$ cat src/shared/interlock_pkg.sv
// Shared constants for the safety interlock latch
package interlock_pkg;
    // ==================================================
    // Timing
    localparam int CLK_PERIOD_NS = 10;
    localparam int MISMATCH_TIME_MS = 2000;
    localparam int MISMATCH_CYCLES = MISMATCH_TIME_MS * (1000000 / CLK_PERIOD_NS);
    localparam int MISMATCH_CNT_W = 28;
    // ==================================================
    // Register offsets
    localparam logic [7:0] CTRL_OFFSET = 8'h00;
    localparam logic [7:0] STATE_OFFSET = 8'h04;
    localparam logic [7:0] EVT_STATUS_OFFSET = 8'h08;
    localparam logic [7:0] EVT_ENABLE_OFFSET = 8'h0C;
    localparam logic [7:0] EVT_CLEAR_OFFSET = 8'h10;
    // ==================================================
    // Control fields and reset values
    localparam int CTRL_HOLD_BIT = 0;
    localparam logic CTRL_HOLD_RESET = 1'b0;
    localparam int EVT_W = 5;
    localparam logic [EVT_W-1:0] EVT_ENABLE_RESET = 5'h00;
    // ==================================================
    // Event and state bit positions (shared layout)
    localparam int EVT_ESTOP = 0;
    localparam int EVT_DOOR_OPEN = 1;
    localparam int EVT_PROG_MODE = 2;
    localparam int EVT_DOOR_ERR = 3;
    localparam int EVT_ESTOP_ERR = 4;
    localparam int STATE_PROHIBIT = 5;
    localparam int STATE_CONNECTED = 6;
    localparam int STATE_PROG_SEL = 7;
    localparam int STATE_W = 8;
endpackage

$ cat src/hw/safety_interlock_latch.sv
// Safety interlock latch with APB status, control and event interrupt
//
// Function
// No pendant and no dummy plug connected forces emergency stop.
// Strap A grounded, B open: programming mode; A open, B grounded: disabled.
// Dead-man enable counts only while programming mode is selected.
// Pendant emergency stop acts in every mode.
// Dummy plug: pendant stop and mode ignored; no motion with door open.
// Door channels differing two seconds or longer raise a critical error.
// Door opening causes program hold and operation prohibit.
// Release input open latches door-open and programming-mode conditions.
// Release input closed clears the latched conditions.
// Programming latch released with door open still prohibits operation.
// Operator closes door first, then closes release input.
// Release input closed: door condition follows door input directly.
// Programming latch changes only after deselect then release closed.
// Switch inputs are synchronised; two-second window counted in clock cycles.
// Emergency stop channels differing two seconds or longer raise an error.
`timescale 1ns/1ps
module safety_interlock_latch #(
    parameter int MISMATCH_CYCLES = interlock_pkg::MISMATCH_CYCLES,
    parameter int CNT_W = interlock_pkg::MISMATCH_CNT_W
) (
    // Clock and reset
    input wire logic pclk,
    input wire logic presetn,
    // APB slave
    input wire logic psel,
    input wire logic penable,
    input wire logic pwrite,
    input wire logic [7:0] paddr,
    input wire logic [31:0] pwdata,
    output logic [31:0] prdata,
    output logic pready,
    output logic pslverr,
    // Pendant connector
    input wire logic pendant_present,
    input wire logic dummy_plug_present,
    input wire logic mode_strap_a,
    input wire logic mode_strap_b,
    input wire logic deadman_enable,
    input wire logic pendant_estop_ch1_a,
    input wire logic pendant_estop_ch2_a,
    // Emergency connector
    input wire logic estop_ch1_closed,
    input wire logic estop_ch2_closed,
    input wire logic door_ch1_closed,
    input wire logic door_ch2_closed,
    input wire logic latch_release_closed,
    // Interlock outputs
    output logic estop_active,
    output logic door_open_latched,
    output logic programming_mode_latched,
    output logic program_hold,
    output logic operation_prohibit,
    output logic door_mismatch_err,
    output logic estop_mismatch_err,
    output logic irq
);
    import interlock_pkg::*;

    // ==================================================
    // Input synchronisers
    localparam int IN_W = 12;
    // Doors read closed until primed, else every reset latches a false opening; stop still holds
    localparam logic [IN_W-1:0] SYNC_RESET = 12'h006;
    logic [IN_W-1:0] raw_in;
    logic [IN_W-1:0] sync1_reg;
    logic [IN_W-1:0] sync2_reg;

    assign raw_in = {pendant_present, dummy_plug_present, mode_strap_a, mode_strap_b, deadman_enable,
                     pendant_estop_ch1_a, pendant_estop_ch2_a, estop_ch1_closed, estop_ch2_closed,
                     door_ch1_closed, door_ch2_closed, latch_release_closed};

    // Two stages on every switch before any latch or timer
    always_ff @(posedge pclk or negedge presetn) begin
        if (!presetn) begin
            sync1_reg <= SYNC_RESET;
            sync2_reg <= SYNC_RESET;
        end else begin
            sync1_reg <= raw_in;
            sync2_reg <= sync1_reg;
        end
    end

    logic pendant_s, dummy_s, strap_a_s, strap_b_s, deadman_s, pest1_s, pest2_s;
    logic est1_s, est2_s, door1_s, door2_s, release_s;
    assign {pendant_s, dummy_s, strap_a_s, strap_b_s, deadman_s, pest1_s, pest2_s,
            est1_s, est2_s, door1_s, door2_s, release_s} = sync2_reg;

    // ==================================================
    // Condition decode
    logic connected_s, prog_sel_s, pendant_stop_s, door_open_s, door_mis_s, estop_mis_s;
    assign connected_s = pendant_s | dummy_s;
    // Grounded strap reads low; dummy plug masks the straps
    assign prog_sel_s = pendant_s & ~strap_a_s & strap_b_s;
    // Pendant stop is ignored with the dummy plug fitted
    assign pendant_stop_s = pendant_s & ~(pest1_s & pest2_s);
    // Either channel open counts as open: the safe reading of a mismatch
    assign door_open_s = ~(door1_s & door2_s);
    assign door_mis_s = door1_s ^ door2_s;
    assign estop_mis_s = est1_s ^ est2_s;

    // ==================================================
    // Mismatch timers
    function automatic logic [CNT_W-1:0] mis_count(input logic mis, input logic [CNT_W-1:0] cnt);
        if (!mis) begin
            mis_count = '0;
        end else if (cnt >= CNT_W'(MISMATCH_CYCLES)) begin
            mis_count = cnt;
        end else begin
            mis_count = cnt + 1'b1;
        end
    endfunction

    logic [CNT_W-1:0] door_cnt_reg, door_cnt_next, estop_cnt_reg, estop_cnt_next;
    logic door_err_reg, door_err_next, estop_err_reg, estop_err_next;

    always_comb begin
        door_cnt_next = mis_count(door_mis_s, door_cnt_reg);
        estop_cnt_next = mis_count(estop_mis_s, estop_cnt_reg);
        door_err_next = door_cnt_next >= CNT_W'(MISMATCH_CYCLES);
        estop_err_next = estop_cnt_next >= CNT_W'(MISMATCH_CYCLES);
    end

    always_ff @(posedge pclk or negedge presetn) begin
        if (!presetn) begin
            door_cnt_reg <= '0;
            estop_cnt_reg <= '0;
            door_err_reg <= 1'b0;
            estop_err_reg <= 1'b0;
        end else begin
            door_cnt_reg <= door_cnt_next;
            estop_cnt_reg <= estop_cnt_next;
            door_err_reg <= door_err_next;
            estop_err_reg <= estop_err_next;
        end
    end

    // ==================================================
    // Latches and interlock outputs
    logic hold_reg;
    logic door_lat_reg, door_lat_next, prog_lat_reg, prog_lat_next;
    logic estop_reg, estop_next, prohibit_reg, prohibit_next;

    always_comb begin
        // Open release latches; closed release follows the inputs
        if (release_s) begin
            door_lat_next = door_open_s;
            prog_lat_next = prog_sel_s;
        end else begin
            door_lat_next = door_lat_reg | door_open_s;
            prog_lat_next = prog_lat_reg | prog_sel_s;
        end
        // Critical channel errors also stop the arm
        estop_next = ~connected_s | pendant_stop_s | ~(est1_s & est2_s) | door_err_next | estop_err_next;
        // Programming mode may move with the door open only under the dead-man;
        // otherwise the door condition decides
        if (prog_lat_next) begin
            prohibit_next = estop_next | hold_reg | ~(prog_sel_s & deadman_s);
        end else begin
            prohibit_next = estop_next | hold_reg | door_lat_next;
        end
    end

    always_ff @(posedge pclk or negedge presetn) begin
        if (!presetn) begin
            door_lat_reg <= 1'b0;
            prog_lat_reg <= 1'b0;
            estop_reg <= 1'b1;
            prohibit_reg <= 1'b1;
        end else begin
            door_lat_reg <= door_lat_next;
            prog_lat_reg <= prog_lat_next;
            estop_reg <= estop_next;
            prohibit_reg <= prohibit_next;
        end
    end

    assign estop_active = estop_reg;
    assign door_open_latched = door_lat_reg;
    assign programming_mode_latched = prog_lat_reg;
    assign program_hold = door_lat_reg;
    assign operation_prohibit = prohibit_reg;
    assign door_mismatch_err = door_err_reg;
    assign estop_mismatch_err = estop_err_reg;

    // ==================================================
    // APB registers and event interrupt
    logic [EVT_W-1:0] evt_now, evt_prev_reg, evt_stat_reg, evt_stat_next, evt_en_reg, evt_en_next;
    logic hold_next;
    logic wr_acc, rd_acc, unmapped;
    logic [31:0] rdata_next;
    logic [31:0] prdata_reg;
    logic [STATE_W-1:0] state_vec;
    // Same levels as the conditions in reset, so release gives no false edge
    localparam logic [EVT_W-1:0] EVT_PREV_RESET = 5'h01;

    assign evt_now = {estop_err_reg, door_err_reg, prog_lat_reg, door_lat_reg, estop_reg};
    assign state_vec = {prog_sel_s, connected_s, prohibit_reg, evt_now};
    assign wr_acc = psel & penable & pwrite;
    assign rd_acc = psel & ~penable & ~pwrite;
    assign unmapped = !(paddr == CTRL_OFFSET || paddr == STATE_OFFSET || paddr == EVT_STATUS_OFFSET ||
                        paddr == EVT_ENABLE_OFFSET || paddr == EVT_CLEAR_OFFSET);
    assign pready = 1'b1;
    assign pslverr = psel & penable & unmapped;
    assign prdata = prdata_reg;
    assign irq = |(evt_stat_reg & evt_en_reg);

    always_comb begin
        hold_next = hold_reg;
        evt_en_next = evt_en_reg;
        evt_stat_next = evt_stat_reg;
        rdata_next = prdata_reg;
        if (wr_acc && paddr == CTRL_OFFSET) begin
            hold_next = pwdata[CTRL_HOLD_BIT];
        end else if (wr_acc && paddr == EVT_ENABLE_OFFSET) begin
            evt_en_next = pwdata[EVT_W-1:0];
        end else if (wr_acc && paddr == EVT_CLEAR_OFFSET) begin
            evt_stat_next = evt_stat_reg & ~pwdata[EVT_W-1:0];
        end
        // A rising condition in the clear cycle still sets its bit
        evt_stat_next = evt_stat_next | (evt_now & ~evt_prev_reg);
        if (rd_acc) begin
            if (paddr == CTRL_OFFSET) begin
                rdata_next = {31'h00000000, hold_reg};
            end else if (paddr == STATE_OFFSET) begin
                rdata_next = {24'h000000, state_vec};
            end else if (paddr == EVT_STATUS_OFFSET) begin
                rdata_next = {27'h0000000, evt_stat_reg};
            end else if (paddr == EVT_ENABLE_OFFSET) begin
                rdata_next = {27'h0000000, evt_en_reg};
            end else begin
                rdata_next = 32'h00000000;
            end
        end
    end

    always_ff @(posedge pclk or negedge presetn) begin
        if (!presetn) begin
            hold_reg <= CTRL_HOLD_RESET;
            evt_en_reg <= EVT_ENABLE_RESET;
            evt_stat_reg <= '0;
            evt_prev_reg <= EVT_PREV_RESET;
            prdata_reg <= 32'h00000000;
        end else begin
            hold_reg <= hold_next;
            evt_en_reg <= evt_en_next;
            evt_stat_reg <= evt_stat_next;
            evt_prev_reg <= evt_now;
            prdata_reg <= rdata_next;
        end
    end

    // ==================================================
    // Assertions
    property p_no_plug;
        @(posedge pclk) disable iff (!presetn) !connected_s |=> estop_reg && prohibit_reg;
    endproperty
    a_no_plug: assert property (p_no_plug) else $error("no plug without stop");

    property p_strap_decode;
        @(posedge pclk) disable iff (!presetn)
            pendant_s && strap_a_s && !strap_b_s && release_s |=> !prog_lat_reg;
    endproperty
    a_strap_decode: assert property (p_strap_decode) else $error("disabled straps gave programming");

    property p_deadman;
        @(posedge pclk) disable iff (!presetn) prog_lat_next && !deadman_s |=> prohibit_reg;
    endproperty
    a_deadman: assert property (p_deadman) else $error("motion without dead-man");

    property p_pendant_stop;
        @(posedge pclk) disable iff (!presetn) pendant_s && !pest1_s |=> estop_reg ##0 prohibit_reg;
    endproperty
    a_pendant_stop: assert property (p_pendant_stop) else $error("pendant stop ignored");

    property p_dummy_door;
        @(posedge pclk) disable iff (!presetn)
            dummy_s && !pendant_s && door_open_s |=> prohibit_reg && (!prog_lat_reg || $past(prog_lat_reg));
    endproperty
    a_dummy_door: assert property (p_dummy_door) else $error("dummy plug motion with door open");

    property p_door_err;
        @(posedge pclk) disable iff (!presetn) $rose(door_err_reg) |-> $past(door_cnt_reg) == CNT_W'(MISMATCH_CYCLES - 1);
    endproperty
    a_door_err: assert property (p_door_err) else $error("door error at wrong time");

    property p_door_err_clear;
        @(posedge pclk) disable iff (!presetn) !door_mis_s |=> !door_err_reg && door_cnt_reg == '0;
    endproperty
    a_door_err_clear: assert property (p_door_err_clear) else $error("door error without mismatch");

    property p_estop_err;
        @(posedge pclk) disable iff (!presetn) estop_err_reg |-> estop_cnt_reg == CNT_W'(MISMATCH_CYCLES) && estop_reg;
    endproperty
    a_estop_err: assert property (p_estop_err) else $error("stop channel error wrong");

    property p_door_hold;
        @(posedge pclk) disable iff (!presetn) door_open_s |=> program_hold && prohibit_reg || prog_lat_reg;
    endproperty
    a_door_hold: assert property (p_door_hold) else $error("door open without hold");

    property p_latch_keep;
        @(posedge pclk) disable iff (!presetn) !release_s [*2] ##0 $past(door_lat_reg) |-> door_lat_reg;
    endproperty
    a_latch_keep: assert property (p_latch_keep) else $error("door latch lost");

    property p_release_follow;
        @(posedge pclk) disable iff (!presetn) release_s |=> door_lat_reg == $past(door_open_s);
    endproperty
    a_release_follow: assert property (p_release_follow) else $error("door latch not following");

    property p_prog_keep;
        @(posedge pclk) disable iff (!presetn) prog_lat_reg && (prog_sel_s || !release_s) |=> prog_lat_reg;
    endproperty
    a_prog_keep: assert property (p_prog_keep) else $error("programming latch dropped early");

    property p_release_door_open;
        @(posedge pclk) disable iff (!presetn) release_s && door_open_s && !prog_sel_s |=> prohibit_reg;
    endproperty
    a_release_door_open: assert property (p_release_door_open) else $error("released with door open");

    c_door_cycle: cover property (@(posedge pclk) disable iff (!presetn) door_lat_reg ##1 !door_lat_reg);
    c_prog_motion: cover property (@(posedge pclk) disable iff (!presetn) prog_lat_reg && !prohibit_reg);
    c_irq: cover property (@(posedge pclk) disable iff (!presetn) $rose(irq));
endmodule

$ cat config.mk
export PLATFORM = sky130hd
export DESIGN_NAME = safety_interlock_latch
export DESIGN_NICKNAME = d
export VERILOG_FILES = /design/src/shared/interlock_pkg.sv /design/src/hw/safety_interlock_latch.sv
export SDC_FILE = /design/constraint.sdc
export NUM_CORES = 1
export LEC_CHECK = 0
export BUFFER_PORTS_ARGS = -buffer_cell sky130_fd_sc_hd__buf_2
export CORE_ASPECT_RATIO = 0.75
export CORE_UTILIZATION = 49
export DETAILED_ROUTE_END_ITERATION = 7
export MAX_ROUTING_LAYER = met4
export PLACE_DENSITY = 0.79
export SYNTH_ARGS = -nofsm -noshare
export SYNTH_HDL_FRONTEND = slang
export SYNTH_SLANG_ARGS = --single-unit
$ cat constraint.sdc
create_clock -name pclk -period 2.6 [get_ports pclk]
set_input_delay 0.13 -clock pclk [delete_from_list [all_inputs] [get_ports pclk]]
set_output_delay 0.13 -clock pclk [all_outputs]
set_load 0.1 [all_outputs]
Yosys cells after proc, flatten, opt, wreduce, memory -nomap -nowiden. Cells that the tools add are included.

Word-level logic and storage cells: 89. Bits in registers: 134.

Reductions and logical operators: 11. $lt $le $gt $ge: 4. Equality and inequality tests: 4. $add $sub $neg: 2. Mux-type cells: 14. Bitwise operators: 39.

Operators with widths (number): $ge A28 B28 Y1 const B (4); $mux W28 (4); $add A28 B1 Y28 const B (2); $mux W5 (5); $eq A8 B4 Y1 const B (2); $mux W8 (2); $and A5 B5 Y5 (3); $and A1 B1 Y1 (12); $not A5 Y5 (2); $or A1 B1 Y1 (10); $not A1 Y1 (9); $eq A8 B3 Y1 const B (1); $eq A8 B5 Y1 const B (1); $logic_not A8 Y1 (1); $or A5 B5 Y5 (1); $reduce_or A5 Y1 (1); $logic_or A1 B1 Y1 (4); $logic_and A1 B1 Y1 (3); $mux W1 (3); $reduce_and A2 Y1 (1); $xor A1 B1 Y1 (2); $logic_not A1 Y1 (1).

Longest topological paths before layout. Gate-level depths: netlist (run 1).

Depth in word-level cells: 10. Gate-level depth with buffers: 12. Depth with buffers taken out: 10.

Worst setup path before layout (run 1). Ideal clock, no wire load.

Kind: reg-to-reg. From: register estop_cnt_reg[12]. To: register prohibit_reg, in the netlist operation_prohibit. Period minus slack after synthesis: 2812 ps. Path slack: -212 ps. Data arrival time: 2718 ps. Cell stages (with the launch flop): 13. Path through: dfrtp_1 -> buf_6 -> nor4_1 -> a21oi_1 -> a221o_1 -> buf_6 -> buf_8 -> or4_4 -> o2111ai_1 -> o21ai_1 -> nor2_2 -> a31oi_2 -> or4_1.

Longest elaborated chain between the ends: 8. Elaborated cells between the ends (all ways): 10. Classes of those cells: add/sub: 1; order compare: 2; mux: 3; bitwise: 4.

Ends and longest elaborated chain: start, declared (line safety_interlock_latch.sv:116) `logic [CNT_W-1:0] door_cnt_reg, door_cnt_next, estop_cnt_reg, estop_cnt_next;`; start signal, assigned (line safety_interlock_latch.sv:134) `estop_cnt_reg <= estop_cnt_next;`; $add A28 B1 Y28 / $ge A28 B28 Y1 (equally long branches) (line safety_interlock_latch.sv:112, safety_interlock_latch.sv:109); $mux W28 * (line safety_interlock_latch.sv:109) `end else if (cnt >= CNT_W'(MISMATCH_CYCLES)) begin`; $mux W28 * (line safety_interlock_latch.sv:107) `if (!mis) begin`; $ge A28 B28 Y1 * (line safety_interlock_latch.sv:123) `estop_err_next = estop_cnt_next >= CNT_W'(MISMATCH_CYCLES);`; via estop_err_next (line safety_interlock_latch.sv:117) `logic door_err_reg, door_err_next, estop_err_reg, estop_err_next;`; $or A1 B1 Y1 * (line safety_interlock_latch.sv:156) `estop_next = ~connected_s | pendant_stop_s | ~(est1_s & est2_s) | door_err_next | estop_err_next;`; $or A1 B1 Y1 * (line safety_interlock_latch.sv:160, safety_interlock_latch.sv:162); $or A1 B1 Y1 (on tied branches) (line safety_interlock_latch.sv:162, safety_interlock_latch.sv:160); $mux W1 * (line safety_interlock_latch.sv:159) `if (prog_lat_next) begin`; via prohibit_next (line safety_interlock_latch.sv:144) `logic estop_reg, estop_next, prohibit_reg, prohibit_next;`; end signal, assigned (line safety_interlock_latch.sv:176) `prohibit_reg <= prohibit_next;`; end, declared (line safety_interlock_latch.sv:144).

The timed path passes the listed nets; every way through them passes the cells marked *. A chain may end at the register's enable or synchronous reset.

Worst setup path after layout (run 1).
From: register estop_cnt_reg[12]. To: register estop_reg, in the netlist estop_active.

Longest elaborated chain between the ends: 5. Elaborated cells between the ends (all ways): 6. Classes of those cells: add/sub: 1; order compare: 2; mux: 2; bitwise: 1.

Ends and longest elaborated chain: $ge A28 B28 Y1 (line safety_interlock_latch.sv:109); $mux W28 (line safety_interlock_latch.sv:109); $mux W28 (line safety_interlock_latch.sv:107); via estop_cnt_next[11] (line safety_interlock_latch.sv:116); $ge A28 B28 Y1 (line safety_interlock_latch.sv:123); via estop_err_next (line safety_interlock_latch.sv:117); $or A1 B1 Y1 (line safety_interlock_latch.sv:156); via estop_next (line safety_interlock_latch.sv:144); end signal, assigned (line safety_interlock_latch.sv:175) `estop_reg <= estop_next;`; end, declared (line safety_interlock_latch.sv:144).

The timed path passes the listed nets, and every way through them passes these cells.

==> metrics.txt, run 1 <==
Comb pwr share 0.127; Reg clk slew, reported paths 0.07 ns; clock sinks 110; max cap viols 0; Slew Limit Fails 0; Worst setup EP type register; Post-synth ARST share 1.000; mean area per synthesized cell 9.792 um^2; Int Power 2.568 mW; CTS buffer count 9; Antenna Violating Nets Remaining 0; hold_ws 0.03650 ns; Final Cycle Share 1.095; Initial Utilization 0.5169; Slew @ Worst Pin 0.7132 ns; count of different cell masters after synthesis 60; gr usage total 0.2585; startpoint types register; initial antenna violation count 0; Sw Ratio 0.2840; achievable frequency 351.3 MHz; via count 4707; routability congestion estimate from global placement 0.9613; leakage power 3.189 nW; Pre-antenna DRT Iters 5; CP Cell Sequence nor4_2 > a21oi_1 > a221o_2 > or4_4 > a21oi_2 > nor4_2 > or4b_1 > a31oi_2 > or3_1; number of setup violations in the final report 3; delay-heaviest family, CP simple AND/OR/NAND/NOR gates; relative slew slack 0.5246; dpl cells 817; most common cell after layout, fill and taps aside dfrtp_1; via/cell ratio 5.525; wire per inst 15.55 um; Reg-to-Reg Start estop_cnt_reg[12]; slowest CP cell or4_4; Post-Syn Instances 558; synth warn 0; Worst EP required 2.89 ns; RSZ-0062 raised after global routing yes; Setup CP Type reg -> reg; commonest non-fill, non-tap cells in the layout 103 x dfrtp_1, 102 x buf_4, 62 x nand2_1; Fin. Hold Viols 0; fraction of layout cells with a size suffix above 1 0.2919; Buf/Inv on CP 0; antenna cells 0; clock power share 0.377; R2R depth 9; CP peak stage delay 0.51 ns; Hold WC Path Type in -> reg; pwr dens 512.9 mW/mm^2; worst r2r dst estop_active; Setup crit start estop_cnt_reg[12]; CTS max path bufs 2; Port Buffers 46; Final WS setup -0.2464 ns; Worst Setup EP estop_active; grt total ovfl 0; Synth Flop Type dfrtp_1; CP arrival 3.14 ns; synthesis-to-finish area growth 27.98%; num rows 32; IO Pins 99; drt initial violations 362; area of the core 0.01057 mm^2; switching pwr 1.019 mW; NumNets Final 774; Die X 123.9 um; Seq/Total Area, Yosys 0.5054; CTS tree built; Syn Std Cell Area 0.005464 mm^2; overall power 3.587 mW; first-pass GRT wire length 22.20 mm; Yosys reg bits 110; HPWL Detailed 9.577 mm; CTS H-Tree Depth 3; Die Y 93.45 um; Finished Layout Cells 852; Post-synth EDFFs 0; Worst VDD drop 0.4142 mV; WP depth 9; CP dominant cell by count nor4_2; Total Routed Length 13.25 mm; Seq pwr share 0.496; area of the die 0.01158 mm^2; number of global-route vias before repair 4600; Worst-Skew Late Latency 0.35 ns; Root Driver clkbuf_16; failing checks negative setup slack; filler instances 825; DRC 0; largest net degree at the start of global routing 58; reg2reg setup slack -0.25 ns; outcome finished, violations left; fin crit period 2.846 ns; Crit Path Max Fanout 6; Final Skew 0.007233 ns
[cells by family after synthesis]
group,Yosys count,synth area share
AND/OR/NAND/NOR,245,0.2217
adder cells (fa/ha/maj),6,0.01374
XOR/XNOR,40,0.06412
other,2,0.001374
multiplexers,17,0.03572
buffers and inverters,67,0.07030
flip-flops,110,0.5054
AO/OA/AOI/OAI,71,0.08771
[how the worst min path moves through the flow]
stage | start | endpoint | slack, ns | depth (start not counted)
floorplan | presetn | door_cnt_reg[0] | -0.17 | 0
global placement | presetn | door_cnt_reg[5] | 0.22 | 1
detailed placement | presetn | door_cnt_reg[2] | 0.23 | 1
CTS | pwdata[2] | evt_en_reg[2] | 0.03 | 2
global route | pwdata[4] | evt_en_reg[4] | 0.02 | 2
finish | pwdata[4] | evt_en_reg[4] | 0.04 | 2
[final cells by class]
class	instances	area, um^2	area share
tap	136	170.2	0.02433
timing repair buffer	163	1164	0.1664
sequential	110	2761	0.3949
inverter	23	86.33	0.01235
clock inverter	5	41.29	0.005904
clock buffer	11	252.7	0.03614
multi-input combinational	404	2517	0.3600
[cells in the mapped netlist, types with 3 or more instances]
cell type / number / area share
mux2i_1: 6 / 0.011
dfstp_2: 7 / 0.034
a211oi_1: 3 / 0.0041
o21ai_0: 20 / 0.018
and4_1: 7 / 0.011
nor4_1: 14 / 0.016
or3_1: 7 / 0.0080
inv_1: 23 / 0.016
a21oi_1: 13 / 0.012
mux2_2: 10 / 0.021
o31ai_1: 6 / 0.0082
nand2_1: 62 / 0.043
nor2_1: 57 / 0.039
and2_1: 9 / 0.010
ha_1: 6 / 0.014
xor2_1: 18 / 0.029
nand2b_1: 6 / 0.0069
a22oi_1: 5 / 0.0069
buf_6: 3 / 0.0062
clkbuf_1: 12 / 0.0082
xnor2_1: 22 / 0.035
or4_1: 4 / 0.0055
nand3_1: 32 / 0.029
and3_1: 3 / 0.0034
dfrtp_1: 103 / 0.47
nor3_1: 16 / 0.015
nand4_1: 19 / 0.022
buf_4: 26 / 0.036
[layer usage]
layer / part of all wire / global-route usage / vias to the layer above
li1: - / - / 2205
met1: 0.45 / 0.3458 / 2258
met2: 0.46 / 0.3940 / 221
met3: 0.071 / 0.05610 / 23
met4: 0.018 / 0.08036 / 0
met5: 0 / - / -
[stage by stage]
| step | worst slack [ns] | cell area (um^2) | utilization | TNS (ns) |
|---|---|---|---|---|
| floorplan | -0.1672 | 5558 | - | -0.3434 |
| global placement | -0.2435 | 6410 | 0.6064 | -0.7294 |
| detailed placement | -0.3565 | 6410 | 0.6064 | -1.031 |
| CTS | -0.2253 | 6942 | 0.6567 | -0.5848 |
| global route | -0.3551 | 6993 | 0.6616 | -1.044 |
| finish | -0.2464 | 6993 | 0.6616 | -0.6225 |
[power by group through the flow]
stage	clock, mW	sequential (mW)	combinational [mW]
6_report	1.35	1.78	0.456
2_1_floorplan	0	1.84	0.314
4_1_cts	1.37	1.78	0.454
5_1_grt	1.46	1.78	0.489
3_5_place_dp	0	1.81	0.437
3_3_place_gp	0	1.81	0.424
[what timing repair did]
| item | in CTS | in global routing |
|---|---|---|
| pin swaps | 8 | 6 |
| resized for setup | 17 | 6 |
| hold endpoints to repair | 65 | 0 |
| setup buffers | 3 | 3 |
| hold buffers | 13 | 0 |
| setup endpoints to repair | 4 | 5 |
Power figures use the tool's default switching activity.
==> inputs of run 2 (changes only) <==
- ABC_AREA: unset -> 1
- PLACE_DENSITY: 0.79 -> 0.78
==> run 2 against run 1 <==
  * The run now ends clean
  * Critical path depth rose by 8
  * Synthesized cell count rose by 63%
  * Design area rose by 3.4%
  * Sequential power barely moved
  * Routed wire length rose by 14%
  * Via count rose by 24%
  * Sequential share of layout area fell by 1.3 points
  * Core utilization fell by 8.4 points
  * Global-route usage fell by 1.3 points
  * Flip-flop and latch count did not move
  * Largest power group unchanged
  * Highest routed layer unchanged
==> metrics.txt, run 2 <==
outcome finished clean (was finished, violations left); R2R depth 17 (was 9); fraction of layout cells with a size suffix above 1 0.1214 (was 0.2919); Worst setup EP type register (unchanged); via/cell ratio 5.106 (was 5.525); most common cell after layout, fill and taps aside nand2_1 (was dfrtp_1); num rows 35 (was 32); Final WS setup 0.2120 ns (was -0.2464 ns); GR Util met2 0.3579 (was 0.3940); most crowded layer after global routing met2 (unchanged); mean area per synthesized cell 7.072 um^2 (was 9.792 um^2); NumNets Final 1038 (was 774); Slew Limit Fails 0 (unchanged); Die Y 101.2 um (was 93.45 um); Final Skew 0.01129 ns (was 0.007233 ns); Total Routed Length 15.13 mm (was 13.25 mm); Setup TNS 0 ns (was -0.6225 ns); area of the core 0.01252 mm^2 (was 0.01057 mm^2); HPWL Detailed 11.22 mm (was 9.577 mm); Compound-Gate Fraction of Synth Area 0.07571 (was 0.08770); Root Driver clkbuf_16 (unchanged); top-count cell post-synth nand2_1 (was dfrtp_1); Die X 134.3 um (was 123.9 um); CP arrival 2.69 ns (was 3.14 ns); Post-Syn Instances 909 (was 558); Finished Layout Cells 1146 (was 852); initial antenna violation count 0 (unchanged); pwr dens 497.5 mW/mm^2 (was 512.9 mW/mm^2); Post-synth EDFFs 0 (unchanged); fin crit period 2.388 ns (was 2.846 ns); count of different cell masters after synthesis 43 (was 60); first-pass GRT wire length 25.43 mm (was 22.20 mm); CTS tree built (unchanged); switching pwr 1.056 mW (was 1.019 mW); area share of the largest cell type after synthesis 0.4009 (was 0.4717); reg2reg setup slack 0.21 ns (was -0.25 ns); leakage power 3.567 nW (was 3.189 nW); Final Instance Area 0.007231 mm^2 (was 0.006993 mm^2); max cap viols 0 (unchanged); Seq/Total Area, Yosys 0.4295 (was 0.5054); synthesized-area fraction occupied by and/or/nand/nor cells 0.3466 (was 0.2217); Fin. Hold Viols 0 (unchanged); Port Buffers 46 (unchanged); number of setup violations in the final report 0 (was 3); commonest non-fill, non-tap cells in the layout 276 x nand2_1, 127 x inv_1, 121 x nor2_1 (was 103 x dfrtp_1, 102 x buf_4, 62 x nand2_1); Reg clk slew, reported paths 0.08 ns (was 0.07 ns); via count 5852 (was 4707); largest cells by area after synthesis dfrtp_1 40%, nand2_1 16%, inv_1 7.5% (was dfrtp_1 47%, nand2_1 4.3%, nor2_1 3.9%); Seq pwr share 0.497 (was 0.496); Final Cycle Share 0.9185 (was 1.095); hold path startpoint pwdata[1] (was pwdata[4]); Post-Synth XOR/XNOR Area 0.01499 (was 0.06412); CTS buffer count 9 (unchanged); Pre-antenna DRT Iters 5 (unchanged); adder-cell share of the synthesized area 0.01168 (was 0.01374); clock sinks 110 (unchanged); Hold WC Path Type in -> reg (unchanged); mux cell area share after synthesis 0 (was 0.03572); Post-Route Utilization 0.5773 (was 0.6616); drt initial violations 417 (was 362); GR Layer Usage met1 0.3530 (was 0.3458); WHS Path Cells 3 (was 2); relative slew slack 0.5167 (was 0.5246); synth warn 0 (unchanged); synthesis-to-finish area growth 12.48% (was 27.98%); Placement Cell Area 0.006778 mm^2 (was 0.006410 mm^2); antenna cells 0 (unchanged); postcts setup bufs 0 (was 3); Setup CP Type reg -> reg (unchanged); Worst-Skew Late Latency 0.35 ns (about the same); clock power share 0.382 (was 0.377); area of the die 0.01359 mm^2 (was 0.01158 mm^2); Crit Path Max Fanout 5 (was 6); Worst VDD drop 0.3391 mV (was 0.4142 mV); largest net degree at the start of global routing 69 (was 58); startpoint types register (unchanged); Reg-to-Reg Start door_cnt_reg[1] (was estop_cnt_reg[12]); dpl cells 1117 (was 817); Slew @ Worst Pin 0.7183 ns (was 0.7132 ns); M3 GR Usage 0.04354 (was 0.05610); Synth Flop Type dfrtp_1 (unchanged); DRC 0 (unchanged); Worst Hold End evt_en_reg[1] (was evt_en_reg[4]); grt total ovfl 0 (unchanged); routability congestion estimate from global placement 1.017 (was 0.9613); DP Worst Slack 0.1481 ns (was -0.3565 ns); Yosys reg bits 110 (unchanged); gr usage total 0.2456 (was 0.2585); number of global-route vias before repair 5268 (was 4600); Int Power 2.541 mW (was 2.568 mW); Sw Ratio 0.2937 (was 0.2840); worst r2r dst estop_active (unchanged); Comb pwr share 0.121 (was 0.127); most frequent cells after synthesis 277 x nand2_1, 128 x inv_1, 123 x nor2_1, 103 x dfrtp_1, 68 x nand3_1 (was 103 x dfrtp_1, 62 x nand2_1, 57 x nor2_1, 32 x nand3_1, 26 x buf_4); CTS max path bufs 2 (unchanged); Antenna Violating Nets Remaining 0 (unchanged); Syn Std Cell Area 0.006429 mm^2 (was 0.005464 mm^2); CTS H-Tree Depth 3 (unchanged); post-synth top area cell dfrtp_1 (unchanged); main combinational cell family by area after synthesis simple AND/OR/NAND/NOR gates (unchanged); achievable frequency 418.8 MHz (was 351.3 MHz); Post-synth ARST share 1.000 (unchanged); wire per inst 13.20 um (was 15.55 um); IO Pins 99 (unchanged); Worst EP required 2.90 ns (was 2.89 ns); Initial Utilization 0.5133 (was 0.5169)
==> run 2: worst max path at each step <==
stage	slack, ns	start	to
detailed placement	0.15	estop_cnt_reg[11]	estop_mismatch_err
global route	-0.03	door_cnt_reg[0]	estop_active
CTS	0.15	estop_cnt_reg[11]	estop_mismatch_err
global placement	0.25	estop_cnt_reg[11]	estop_mismatch_err
finish	0.21	door_cnt_reg[1]	estop_active
floorplan	0.54	evt_en_reg[0]	irq
==> run 2: worst max-delay path: stages (launching register included) <==
cell	delay [ns]
dfrtp_1	0.42
ha_1	0.22
nand3_1	0.18
inv_2	0.16
nand2_1	0.08
inv_1	0.15
nand2_1	0.07
nand2_1	0.06
nand2_1	0.04
nand2_1	0.05
nand3_1	0.08
nor2_1	0.17
nand2_1	0.11
nor2_2	0.20
nand3_1	0.12
nand3_2	0.10
nor2_2	0.05
nand2_1	0.06
==> run 2: area by class of cell <==
class	instances	area, um^2
sequential	110	2761
timing repair buffer	70	457.9
fill	1152	5294
inverter	132	498.0
multi-input combinational	652	3005
clock inverter	6	61.31
tap	166	207.7
clock buffer	10	239.0
==> run 2: per-stage QoR <==
step                hold slack (ns)  power (mW)
floorplan                   -0.1656       2.158
global placement             0.1593       2.233
detailed placement           0.1685       2.242
CTS                         0.05950       3.620
global route                0.07757       3.729
finish                      0.06787       3.597
==> run 2: metal layers <==
layer | vias up | wire, um
li1 | 2923 | -
met1 | 2697 | 7200
met2 | 209 | 6446
met3 | 23 | 1270
met4 | 0 | 208
met5 | - | 0
==> run 2: repair_timing <==
| item | CTS | global route |
|---|---|---|
| gates resized for setup | 0 | 9 |
| hold buffers | 13 | 0 |
| endpoints found under the hold margin | 54 | 0 |
| setup endpoints to repair | 0 | 3 |
==> run 2: cells by family after synthesis <==
logic type / after synthesis
simple gates: 528
buf+inv: 170
flops: 110
compound gates: 82
xor+xnor: 11
fa+ha+maj: 6
other cells: 2
==> run 2: power by group through the flow <==
stage	clock [mW]	combinational (mW)	sequential, mW
5_1_grt	1.47	0.471	1.79
6_report	1.37	0.434	1.79
3_3_place_gp	0	0.415	1.82
2_1_floorplan	0	0.301	1.86
4_1_cts	1.40	0.437	1.79
3_5_place_dp	0	0.421	1.82
==> inputs of run 3 (changes only) <==
- CORE_UTILIZATION: 49 -> 30
- PLACE_DENSITY: 0.78 -> 0.53
- clock period: 2.6 -> 2.25 ns (I/O delays scaled with it)
==> run 3 against run 2 <==
  * Clock power up 23%
  * Critical path depth is 2 lower
  * Sequential share of layout area down 6.4 points
  * Critical path type unchanged
  * Highest routed layer unchanged
==> metrics.txt, run 3 (same netlist as run 2, synthesis figures left out) <==
outcome finished clean (unchanged); CTS buffer count 9 (unchanged); Final Skew 0.01093 ns (was 0.01129 ns); number of global-route vias before repair 5489 (was 5268); Final Cycle Share 0.9479 (was 0.9185); Reg-to-Reg Start door_cnt_reg[13] (was door_cnt_reg[1]); Final Instance Area 0.008721 mm^2 (was 0.007231 mm^2); leakage power 4.149 nW (was 3.567 nW); wire per inst 12.65 um (was 13.20 um); most common cell after layout, fill and taps aside nand2_1 (unchanged); CTS max path bufs 2 (unchanged); Die Y 128.8 um (was 101.2 um); Hold WC Path Type in -> reg (unchanged); gr usage total 0.1634 (was 0.2456); commonest non-fill, non-tap cells in the layout 250 x nand2_1, 123 x inv_1, 102 x buf_4 (was 276 x nand2_1, 127 x inv_1, 121 x nor2_1); HPWL Detailed 12.96 mm (was 11.22 mm); CTS tree built (unchanged); Worst setup EP type register (unchanged); CP peak stage delay 0.42 ns (about the same); fin crit period 2.133 ns (was 2.388 ns); Setup CP Type reg -> reg (unchanged); Worst Hold End evt_en_reg[4] (was evt_en_reg[1]); CTS H-Tree Depth 3 (unchanged); Root Driver clkbuf_16 (unchanged); CP arrival 2.43 ns (was 2.69 ns); Slew @ Worst Pin 0.6414 ns (was 0.7183 ns); first-pass GRT wire length 27.26 mm (was 25.43 mm); Die X 171.0 um (was 134.3 um); slowest CP cell dfrtp_1 (unchanged); CP Cell Sequence nor2_1 > nand3_1 > nand2_1 > nand2_2 > nand2_2 > nand2_4 > buf_12 > nor2_1 > xor2_1 > nand2_1 > nand3_1 > nand3_1 > nand3_2 > nor2_2 > nand3_2 (was ha_1 > nand3_1 > inv_2 > nand2_1 > inv_1 > nand2_1 > nand2_1 > nand2_1 > nand2_1 > nand3_1 > nor2_1 > nand2_1 > nor2_2 > nand3_1 > nand3_2 > nor2_2 > nand2_1); Seq pwr share 0.476 (was 0.497); Crit Path Max Fanout 10 (was 5); Setup TNS 0 ns (unchanged); via/cell ratio 4.399 (was 5.106); area of the die 0.02202 mm^2 (was 0.01359 mm^2); Placement Cell Area 0.007584 mm^2 (was 0.006778 mm^2); Reg clk slew, reported paths 0.08 ns (about the same); hold path startpoint pwdata[4] (was pwdata[1]); area of the core 0.02061 mm^2 (was 0.01252 mm^2); Sw Ratio 0.2923 (was 0.2937); NumNets Final 1141 (was 1038); reg2reg setup slack 0.12 ns (was 0.21 ns); antenna cells 0 (unchanged); Post-Route Utilization 0.4232 (was 0.5773); initial antenna violation count 0 (unchanged); Worst-Skew Late Latency 0.36 ns (was 0.35 ns); number of setup violations in the final report 0 (unchanged); RSZ-0062 raised after global routing yes; grt total ovfl 0 (unchanged); synthesis-to-finish area growth 35.66% (was 12.48%); fraction of layout cells with a size suffix above 1 0.3066 (was 0.1214); IO Pins 99 (unchanged); clock sinks 110 (unchanged); Antenna Violating Nets Remaining 0 (unchanged); switching pwr 1.270 mW (was 1.056 mW); Comb pwr share 0.134 (was 0.121); clock power share 0.390 (was 0.382); DRC 0 (unchanged); startpoint types register (unchanged); drt initial violations 439 (was 417); pwr dens 498.2 mW/mm^2 (was 497.5 mW/mm^2); Initial Utilization 0.3120 (was 0.5133); Port Buffers 46 (unchanged); routability congestion estimate from global placement 0.8906 (was 1.017); Fin. Hold Viols 0 (unchanged); hold_ws 0.02903 ns (was 0.06787 ns); relative slew slack 0.5724 (was 0.5167); achievable frequency 468.9 MHz (was 418.8 MHz); largest net degree at the start of global routing 45 (was 69); overall power 4.345 mW (was 3.597 mW); max cap viols 0 (unchanged); CP dominant cell by count nand3_1 (was nand2_1); Slew Limit Fails 0 (unchanged); WHS Path Cells 3 (unchanged); Worst VDD drop 0.3695 mV (was 0.3391 mV); Pre-antenna DRT Iters 5 (unchanged); via count 6005 (was 5852); Total Routed Length 17.26 mm (was 15.13 mm); R2R depth 15 (was 17); Worst EP required 2.54 ns (was 2.90 ns); Int Power 3.075 mW (was 2.541 mW); worst r2r dst operation_prohibit (was estop_active); num rows 45 (was 35)
-- run 3: cell count changes in the layout (fill, tap and decap cells not counted), moves of 5 or more --
cell	before	now
nor2_1	121	71
dfrtp_2	0	8
nand2_1	276	250
nand3_1	68	53
dfrtp_1	103	95
buf_4	11	102
nand2_2	6	31
nor2_2	13	46
nand3_2	2	16
nor2_4	3	20
nor3_1	14	9
-- run 3: worst max-delay path by stage --
stage,start,to
2_1_floorplan,evt_en_reg[0],irq
6_report,door_cnt_reg[13],operation_prohibit
5_1_grt,door_cnt_reg[13],estop_active
3_3_place_gp,estop_cnt_reg[1],estop_mismatch_err
4_1_cts,estop_cnt_reg[25],estop_active
3_5_place_dp,estop_cnt_reg[1],estop_mismatch_err
-- run 3: worst max-delay path, delay by kind of cell (launching register included) --
family / cells / cell delay (ns)
xor+xnor: 1 / 0.08
buf+inv: 1 / 0.15
flops: 1 / 0.42
simple gates: 13 / 1.41
-- run 3: power by group through the flow --
stage,combinational (mW),sequential [mW],clock [mW]
final,0.583,2.07,1.69
after CTS,0.555,2.06,1.75
after global routing,0.625,2.07,1.84
after floorplan,0.348,2.15,0
after detailed placement,0.536,2.10,0
after global placement,0.532,2.10,0
-- run 3: metal layers --
layer / global-route usage / up-vias / share of wire
met5: - / - / 0
met4: 0.02258 / 0 / 0.0031
met3: 0.03630 / 5 / 0.050
met2: 0.2255 / 120 / 0.42
met1: 0.2444 / 2749 / 0.53
li1: - / 3131 / -
-- run 3: per-stage QoR --
stage	worst slack, ns	instances
floorplan	0.2059	932
global placement	-0.03009	1316
detailed placement	-0.04514	1316
CTS	0.02974	1346
global route	-0.04937	1365
finish	0.1171	1365
-- run 3: layout make-up --
class                   instances  area (um^2)
clock buffers                  10        229.0
clock inverters                 6        86.33
fillers                      2108        11890
inverters                     132        508.0
multi-input cells             652         3446
flip-flops and latches        110         2771
well taps                     282        352.8
repair buffers                171         1310
repair inverters                2        17.52
-- run 3: timing repair --
item | 4_1_cts | 5_1_grt
hold buffers | 13 | 0
pin swaps | 2 | 33
setup endpoints to repair | 3 | 5
hold endpoints to repair | 52 | 0
buffers inserted | 1 | 16
resized for setup | 4 | 151
gates cloned | 0 | 3
